<file path="config.mk">
export PLATFORM = sky130hd
export DESIGN_NAME = pwm_array
export DESIGN_NICKNAME = d
export VERILOG_FILES = /design/src/hdl/pwm_array_pkg.sv /design/src/hdl/pwm_array.sv
export SDC_FILE = /design/constraint.sdc
export NUM_CORES = 1
export LEC_CHECK = 0
export ABC_AREA = 1
export BUFFER_PORTS_ARGS = -buffer_cell sky130_fd_sc_hd__buf_4
export CORE_ASPECT_RATIO = 0.7
export CORE_MARGIN = 1
export CORE_UTILIZATION = 31
export DETAILED_ROUTE_END_ITERATION = 8
export PLACE_DENSITY = 0.58
export SYNTH_ARGS = -nofsm -noshare
export SYNTH_HDL_FRONTEND = slang
export SYNTH_SLANG_ARGS = --single-unit
</file>
<file path="constraint.sdc">
create_clock -name clk -period 1.75 [get_ports clk]
set_input_delay 0.175 -clock clk [delete_from_list [all_inputs] [get_ports clk]]
set_output_delay 0.175 -clock clk [all_outputs]
set_load 0.005 [all_outputs]
</file>
<file path="src/hdl/pwm_array_pkg.sv">
// Purpose: shared constants and types for the counter array pwm block
// Assumes: 32-bit avalon-mm register bus, byte-wide registers in the low lane
// Notes:   one register word per 4-byte address, unused bits read as zero
`default_nettype none

package pwm_array_pkg;

  // ****************************************************************
  // sizes
  // ****************************************************************
  localparam int NUM_MODULES = 4;
  localparam int ADDR_W      = 8;
  localparam int DATA_W      = 32;

  // ****************************************************************
  // register map, byte addresses
  // ****************************************************************
  localparam logic [7:0] OFF_COUNTER_CONTROL = 8'h00;
  localparam logic [7:0] OFF_COUNTER_LOW     = 8'h04;
  localparam logic [7:0] OFF_COUNTER_HIGH    = 8'h08;
  localparam logic [7:0] OFF_PIN_STATUS      = 8'h0c;
  // module m sits in slot m+1, one 16-byte slot each
  localparam logic [3:0] OFF_MODE            = 4'h0;
  localparam logic [3:0] OFF_COMPARE_LOW     = 4'h4;
  localparam logic [3:0] OFF_COMPARE_HIGH    = 4'h8;

  // ****************************************************************
  // fields and reset values
  // ****************************************************************
  localparam int         CTL_RUN_BIT      = 0;
  localparam int         CTL_TB_LSB       = 1;
  localparam int         MODE_PWM_BIT     = 1;
  localparam int         MODE_ECOM_BIT    = 6;
  localparam logic [7:0] BYTE_ZERO        = 8'h00;
  localparam logic [7:0] BYTE_WRAP        = 8'hff;
  localparam logic [3:0] PRESCALE_LAST    = 4'hb;
  localparam logic [1:0] DIV4_PHASE       = 2'h3;

  // ****************************************************************
  // types
  // ****************************************************************
  typedef enum logic [1:0] {
    TB_SYSCLK  = 2'h0,
    TB_DIV4    = 2'h1,
    TB_DIV12   = 2'h2,
    TB_EXTERN  = 2'h3
  } timebase_t;

  typedef struct packed {
    logic comparator_enable_bit;
    logic pwm_mode_bit;
  } mode_t;

  localparam mode_t MODE_RESET = '{comparator_enable_bit: 1'b0, pwm_mode_bit: 1'b0};

  typedef struct packed {
    logic [7:0] counter_low_byte;
    logic [7:0] counter_high_byte;
  } counter_array_t;

endpackage

`default_nettype wire

</file>
<file path="src/hdl/pwm_array.sv">
// Purpose: shared 16-bit counter array with per-module 8-bit pwm outputs
// Assumes: avalon-mm slave with one wait state, synchronous active-high reset
// Notes:   external timebase pin is synchronised before use
//
// Functional notes
// - each module drives its own pwm pin independently of the others
// - pwm frequency comes only from the shared counter timebase
// - counter low byte equal to compare low byte drives pin high
// - counter low byte overflow drives the pin low
// - in pwm mode, on overflow compare low byte reloads from compare high byte
// - pwm mode needs comparator enable and pwm mode bits both set
// - compare low write clears comparator enable, compare high write sets it
// - duty cycle equals (255 minus compare high byte) over 256 with the clk timebase
`timescale 1ns/1ps
`default_nettype none

module pwm_array (
  input  wire logic                                   clk,
  input  wire logic                                   srst,
  input  wire logic [pwm_array_pkg::ADDR_W-1:0]       avs_address,
  input  wire logic                                   avs_read,
  input  wire logic                                   avs_write,
  input  wire logic [pwm_array_pkg::DATA_W-1:0]       avs_writedata,
  input  wire logic [3:0]                             avs_byteenable,
  input  wire logic                                   ext_tick_pin,
  output var  logic [pwm_array_pkg::DATA_W-1:0]       avs_readdata,
  output logic                                        avs_waitrequest,
  output var  logic [pwm_array_pkg::NUM_MODULES-1:0]  module_output_pin
);

  // ****************************************************************
  // bus slave handshake
  // ****************************************************************
  // one wait state: request seen, answer on the following edge
  logic       ack;
  wire logic  req;
  wire logic  wr_go;
  wire logic  rd_load;
  wire logic  lane0;
  wire logic  [7:0] wdata;

  assign req             = avs_read | avs_write;
  assign avs_waitrequest = req & ~ack;
  assign lane0           = avs_byteenable[0];
  assign wr_go           = avs_write & ack & lane0;
  assign rd_load         = avs_read & ~ack;
  assign wdata           = avs_writedata[7:0];

  always_ff @(posedge clk) begin
    if (srst) begin
      ack <= 1'b0;
    end else begin
      ack <= req & ~ack;
    end
  end

  // ****************************************************************
  // counter control and timebase
  // ****************************************************************
  logic                       counter_run;
  pwm_array_pkg::timebase_t   timebase_sel;
  logic [3:0]                 prescale_count;
  logic                       ext_meta;
  logic                       ext_sync;
  logic                       ext_prev;
  pwm_array_pkg::counter_array_t counter_array;

  wire logic wr_ctl;
  wire logic wr_cnt_low;
  wire logic wr_cnt_high;
  wire logic ext_tick;
  wire logic tb_tick;
  wire logic tick;
  wire logic overflow;

  assign wr_ctl      = wr_go & (avs_address == pwm_array_pkg::OFF_COUNTER_CONTROL);
  assign wr_cnt_low  = wr_go & (avs_address == pwm_array_pkg::OFF_COUNTER_LOW);
  assign wr_cnt_high = wr_go & (avs_address == pwm_array_pkg::OFF_COUNTER_HIGH);
  assign ext_tick    = ext_sync & ~ext_prev;

  assign tb_tick = (timebase_sel == pwm_array_pkg::TB_SYSCLK) ? 1'b1 :
                   (timebase_sel == pwm_array_pkg::TB_DIV4)
                     ? (prescale_count[1:0] == pwm_array_pkg::DIV4_PHASE) :
                   (timebase_sel == pwm_array_pkg::TB_DIV12)
                     ? (prescale_count == pwm_array_pkg::PRESCALE_LAST) :
                   ext_tick;
  assign tick     = counter_run & tb_tick;
  assign overflow = tick & (counter_array.counter_low_byte == pwm_array_pkg::BYTE_WRAP);

  always_ff @(posedge clk) begin
    if (srst) begin
      counter_run  <= 1'b0;
      timebase_sel <= pwm_array_pkg::TB_SYSCLK;
    end else if (wr_ctl) begin
      counter_run  <= wdata[pwm_array_pkg::CTL_RUN_BIT];
      timebase_sel <= pwm_array_pkg::timebase_t'(wdata[pwm_array_pkg::CTL_TB_LSB +: 2]);
    end
  end

  // mod-12 prescaler shared by divide-by-4 and divide-by-12
  always_ff @(posedge clk) begin
    if (srst) begin
      prescale_count <= 4'h0;
    end else if (prescale_count == pwm_array_pkg::PRESCALE_LAST) begin
      prescale_count <= 4'h0;
    end else begin
      prescale_count <= prescale_count + 4'h1;
    end
  end

  // pin is asynchronous: two flops before the edge detector
  always_ff @(posedge clk) begin
    if (srst) begin
      ext_meta <= 1'b0;
      ext_sync <= 1'b0;
      ext_prev <= 1'b0;
    end else begin
      ext_meta <= ext_tick_pin;
      ext_sync <= ext_meta;
      ext_prev <= ext_sync;
    end
  end

  always_ff @(posedge clk) begin
    if (srst) begin
      counter_array.counter_low_byte <= pwm_array_pkg::BYTE_ZERO;
    end else if (wr_cnt_low) begin
      counter_array.counter_low_byte <= wdata;
    end else if (tick) begin
      counter_array.counter_low_byte <= counter_array.counter_low_byte + 8'h01;
    end
  end

  // high byte carries low-byte overflow; a software write wins
  always_ff @(posedge clk) begin
    if (srst) begin
      counter_array.counter_high_byte <= pwm_array_pkg::BYTE_ZERO;
    end else if (wr_cnt_high) begin
      counter_array.counter_high_byte <= wdata;
    end else if (overflow) begin
      counter_array.counter_high_byte <= counter_array.counter_high_byte + 8'h01;
    end
  end

  // ****************************************************************
  // pwm modules
  // ****************************************************************
  logic [7:0] rd_chain [pwm_array_pkg::NUM_MODULES+1];

  assign rd_chain[0] = 8'h00;

  for (genvar g = 0; g < pwm_array_pkg::NUM_MODULES; g++) begin : gen_module
    localparam logic [3:0] SLOT = 4'(g + 1);

    pwm_array_pkg::mode_t module_mode_register;
    logic [7:0]           compare_low_byte;
    logic [7:0]           compare_high_byte;

    wire logic       sel;
    wire logic       wr_mode;
    wire logic       wr_cmp_low;
    wire logic       wr_cmp_high;
    wire logic       pwm_on;
    wire logic       match;
    wire logic [7:0] mode_byte;
    wire logic [7:0] rd_byte;

    assign sel         = (avs_address[7:4] == SLOT);
    assign wr_mode     = wr_go & sel & (avs_address[3:0] == pwm_array_pkg::OFF_MODE);
    assign wr_cmp_low  = wr_go & sel & (avs_address[3:0] == pwm_array_pkg::OFF_COMPARE_LOW);
    assign wr_cmp_high = wr_go & sel & (avs_address[3:0] == pwm_array_pkg::OFF_COMPARE_HIGH);
    assign pwm_on      = module_mode_register.comparator_enable_bit &
                         module_mode_register.pwm_mode_bit;
    assign match       = (counter_array.counter_low_byte == compare_low_byte);

    assign mode_byte = {1'b0, module_mode_register.comparator_enable_bit, 4'h0,
                        module_mode_register.pwm_mode_bit, 1'b0};
    assign rd_byte   = ~sel ? 8'h00 :
                       (avs_address[3:0] == pwm_array_pkg::OFF_MODE)         ? mode_byte :
                       (avs_address[3:0] == pwm_array_pkg::OFF_COMPARE_LOW)  ? compare_low_byte :
                       (avs_address[3:0] == pwm_array_pkg::OFF_COMPARE_HIGH) ? compare_high_byte :
                       8'h00;
    assign rd_chain[g+1] = rd_chain[g] | rd_byte;

    always_ff @(posedge clk) begin
      if (srst) begin
        module_mode_register <= pwm_array_pkg::MODE_RESET;
      end else if (wr_mode) begin
        module_mode_register <= '{comparator_enable_bit: wdata[pwm_array_pkg::MODE_ECOM_BIT],
                                  pwm_mode_bit:          wdata[pwm_array_pkg::MODE_PWM_BIT]};
      end else if (wr_cmp_low) begin
        module_mode_register.comparator_enable_bit <= 1'b0;
      end else if (wr_cmp_high) begin
        module_mode_register.comparator_enable_bit <= 1'b1;
      end
    end

    // software write beats the reload so a fresh value is never lost
    always_ff @(posedge clk) begin
      if (srst) begin
        compare_low_byte <= pwm_array_pkg::BYTE_ZERO;
      end else if (wr_cmp_low) begin
        compare_low_byte <= wdata;
      end else if (pwm_on & overflow) begin
        compare_low_byte <= compare_high_byte;
      end
    end

    always_ff @(posedge clk) begin
      if (srst) begin
        compare_high_byte <= pwm_array_pkg::BYTE_ZERO;
      end else if (wr_cmp_high) begin
        compare_high_byte <= wdata;
      end
    end

    // high from the clock after match to overflow gives (255-high)/256 on the clk timebase
    always_ff @(posedge clk) begin
      if (srst) begin
        module_output_pin[g] <= 1'b0;
      end else if (~pwm_on) begin
        module_output_pin[g] <= 1'b0;
      end else if (overflow) begin
        module_output_pin[g] <= 1'b0;
      end else if (match) begin
        module_output_pin[g] <= 1'b1;
      end
    end
  end

  // ****************************************************************
  // read data
  // ****************************************************************
  wire logic [7:0] ctl_byte;
  wire logic [7:0] pin_byte;
  wire logic [7:0] rd_value;

  assign ctl_byte = {5'h00, timebase_sel, counter_run};
  assign pin_byte = 8'(module_output_pin);
  assign rd_value = (avs_address == pwm_array_pkg::OFF_COUNTER_CONTROL) ? ctl_byte :
                    (avs_address == pwm_array_pkg::OFF_COUNTER_LOW)
                      ? counter_array.counter_low_byte :
                    (avs_address == pwm_array_pkg::OFF_COUNTER_HIGH)
                      ? counter_array.counter_high_byte :
                    (avs_address == pwm_array_pkg::OFF_PIN_STATUS) ? pin_byte :
                    rd_chain[pwm_array_pkg::NUM_MODULES];

  always_ff @(posedge clk) begin
    if (srst) begin
      avs_readdata <= 32'h0000_0000;
    end else if (rd_load) begin
      avs_readdata <= {24'h00_0000, rd_value};
    end
  end

endmodule // pwm_array

`default_nettype wire

</file>
==> impl_metrics.toml <==
[min_path]
hold_class = "primary input to flop"

[worst_setup_path]
endpoint_kind = "flop"
path_class = "flop to flop"
required_ps = 2040
path_max_fanout = 5
arrival_ps = 2040
crit_path_max_incr_delay_ps = 350
crit_slowest_cell = "dfxtp_2"
crit_chain = "ha_4 > nand3_4 > nor2_4 > nand2_4 > nor3_4 > buf_12 > nand3_4 > nand2_4 > buf_6 > nand2_2 > a21oi_2"
cp-start-kind = "flop"

[final_layout]
fin_cells = 1310
drive_above_1_share_pct = 22.2
n_antenna_cell = 0
nets = 1087
areaGrowthSynthToFinish_pct = 24.3
design_area_um2 = 7930
utilization_pct = 39.7

[logic_synthesis]
synth-main-ff-cell = "dfxtp_1"
synth_area_per_cell_um2 = 6.66
synthCells = 958
synth.yosys.warnings = 0
async_flop_share_pct = 0
seq_area_frac_synth_pct = 34.8
synth-edff-count = 0
synth.distinct_cells = 44
synth.cell_area_um2 = 6380
ys_ff_latch = 111

[power_and_ir_drop]
total_power_mw = 5.34
p_leak_nw = 3.36
ir_drop_uv = 466
p_per_area_nw_per_um2 = 673

[timing]
finalSetupTns_ps = 0
fin_crit_ps = 1750
report.final.hold_viol_count = 0
setup_ws_ps = 0.715
drv_slew = 0
fmax_mhz = 572
fin_skew_ps = 11.4
rsz0062_at_grt = "yes"
hold_slack_ps = 20.5
setup_viol = 0
relSlewSlack_pct = 61.0
worst_pin_slew_ps = 584
min_period_over_period_pct = 100

[clock_network]
root_buffer = "clkbuf_16"
cts_made_buffers = 9
clock_path_buffers = 2
insertion_delay_ps = 370
clock_sinks = 111
postCtsHoldBufs = 0
clkSlewWorstSetupHoldPaths_ps = 70
cts_tree = "done"
cts_htree_levels = 3

[flow_run]
maxCapViolCount = 0

[floorplan]
rows = 43
die_y_um = 122
dieWidth_um = 173
die_area_um2 = 21200
coreArea_um2 = 20000
start_util_pct = 32.0
io_pins = 86

[global_route]
grtUsageTotal_pct = 21.1
grt_pass1_wl_mm = 33.4
grt.overflow.total = 0
grt_pass1_vias = 5693
grt_max_degree = 69
antenna_found_initial = 0

[routing]
drcViolationCount = 0
num_vias = 6503
postRouteAntennaNets = 0
drt-wirelength-per-cell_um = 16.9
vias_per_cell = 4.96
drt_iter0_drc = 824
first_pass_iters = 5
routed_wl_mm = 22.2

[place]
placed_cells = 1289
portBuffers = 34
placed_area_um2 = 7190
routabilityCongestion = 1.00
post-place-ws_ps = -153
dp_hpwl_mm = 16.3

[run_status]
status = "complete, no violations"
state kept, by name, summed over array words and instances, names as in the netlist:
name                          cells
ext_sync                          1
module_output_pin                 4
timebase_sel                      2
avs_readdata                      8
ext_meta                          1
counter_run                       1
gen_module.mode_byte              8
prescale_count                    4
counter_array                    16
gen_module.compare_high_byte     32
ack                               1
ext_prev                          1
gen_module.compare_low_byte      32
what timing repair did:
item / CTS / global route
setup buffers: 0 / 2
gates resized for setup: 9 / 84
setup endpoints to repair: 34 / 55
pin swaps: 2 / 33
gates cloned: 2 / 1
logic make-up (layout without fill, tap and decap cells):
family / count (synthesis) / count (layout) / share of synthesized area, %
other: 1 / 24 / 0.0588
adder cells (fa/ha/maj): 3 / 3 / 0.589
XOR/XNOR: 30 / 30 / 4.12
AND/OR/NAND/NOR: 457 / 460 / 31.7
flip-flops: 111 / 111 / 34.8
AO/OA/AOI/OAI: 217 / 217 / 17.7
buffers and inverters: 139 / 195 / 11.0
cells in the mapped netlist (2+ instances only):
cell type / n / share of area [%]
buf_4: 27 / 3.2
nand2_1: 244 / 14
or2_2: 5 / 0.49
inv_2: 20 / 1.2
nand2_2: 8 / 0.78
nand4_1: 12 / 1.2
buf_6: 6 / 1.1
buf_2: 10 / 0.78
nand3_1: 59 / 4.6
nor2_4: 8 / 1.4
nand3b_1: 2 / 0.24
a31oi_1: 2 / 0.20
nor2_2: 6 / 0.59
o21ai_1: 26 / 2.0
nand2_4: 3 / 0.53
clkbuf_1: 15 / 0.88
dfxtp_1: 111 / 35
ha_1: 3 / 0.59
nor4_1: 2 / 0.20
a21oi_1: 82 / 6.4
o21ai_0: 92 / 7.2
nor3_4: 2 / 0.51
a22oi_1: 2 / 0.24
nor3_1: 9 / 0.71
o211ai_1: 3 / 0.35
inv_1: 57 / 3.4
xnor2_1: 11 / 1.5
a211oi_1: 3 / 0.35
o22ai_1: 2 / 0.20
xor2_1: 19 / 2.6
nor2_1: 94 / 5.5
worst paths after layout:
path	from	to	slack (ps)	cells past startpoint
worst max-delay path	counter_array[9]	gen_module[2].compare_low_byte[3]	0.7	11
worst min register to register	ext_meta	ext_sync	400	2
worst max register to register	counter_array[9]	gen_module[2].compare_low_byte[3]	0.7	11
worst min-delay path	ext_tick_pin	ext_meta	20	3
power breakdown:
group / internal (mW) / switching (mW)
registers: 2.54 / 0.0115
clock network: 1.43 / 0.994
logic: 0.120 / 0.239
layout make-up:
cell class | count | area, um2
Fill cell | 2118 | 12000
Sequential cell | 111 | 2230
Clock buffer | 10 | 239
Tap cell | 270 | 338
Inverter | 79 | 322
Timing Repair Buffer | 100 | 820
Clock inverter | 6 | 108
Multi-Input combinational cell | 734 | 3870
routing by layer:
metal / GRT usage, % / part of all wire, % / up-vias
met1: 31.4 / 48 / 2990
met4: 4.65 / 1.3 / 0
met3: 6.49 / 10 / 31
met2: 28.9 / 40 / 239
li1: - / - / 3243
met5: 0 / 0 / -
worst max-delay path, delay by kind of cell, from the launching register on:
kind	cells	cell delay [ps]
buffers and inverters	2	280
AO/OA/AOI/OAI	1	130
flip-flops	1	350
adder cells (fa/ha/maj)	1	150
AND/OR/NAND/NOR	7	780
cells in the final DEF, fill, tap and decap left out, drive strengths merged, types with 4 or more instances in the layout:
cell	count
a21oi	83
xnor2	11
inv	77
conb	24
clkbuf	10
nor2	109
nand3	59
xor2	19
dfxtp	111
nand2	258
nand4	12
clkinv	4
nor3	11
o21ai	119
or2	5
buf	100
Note: power is estimated with default switching activity, not from simulation.
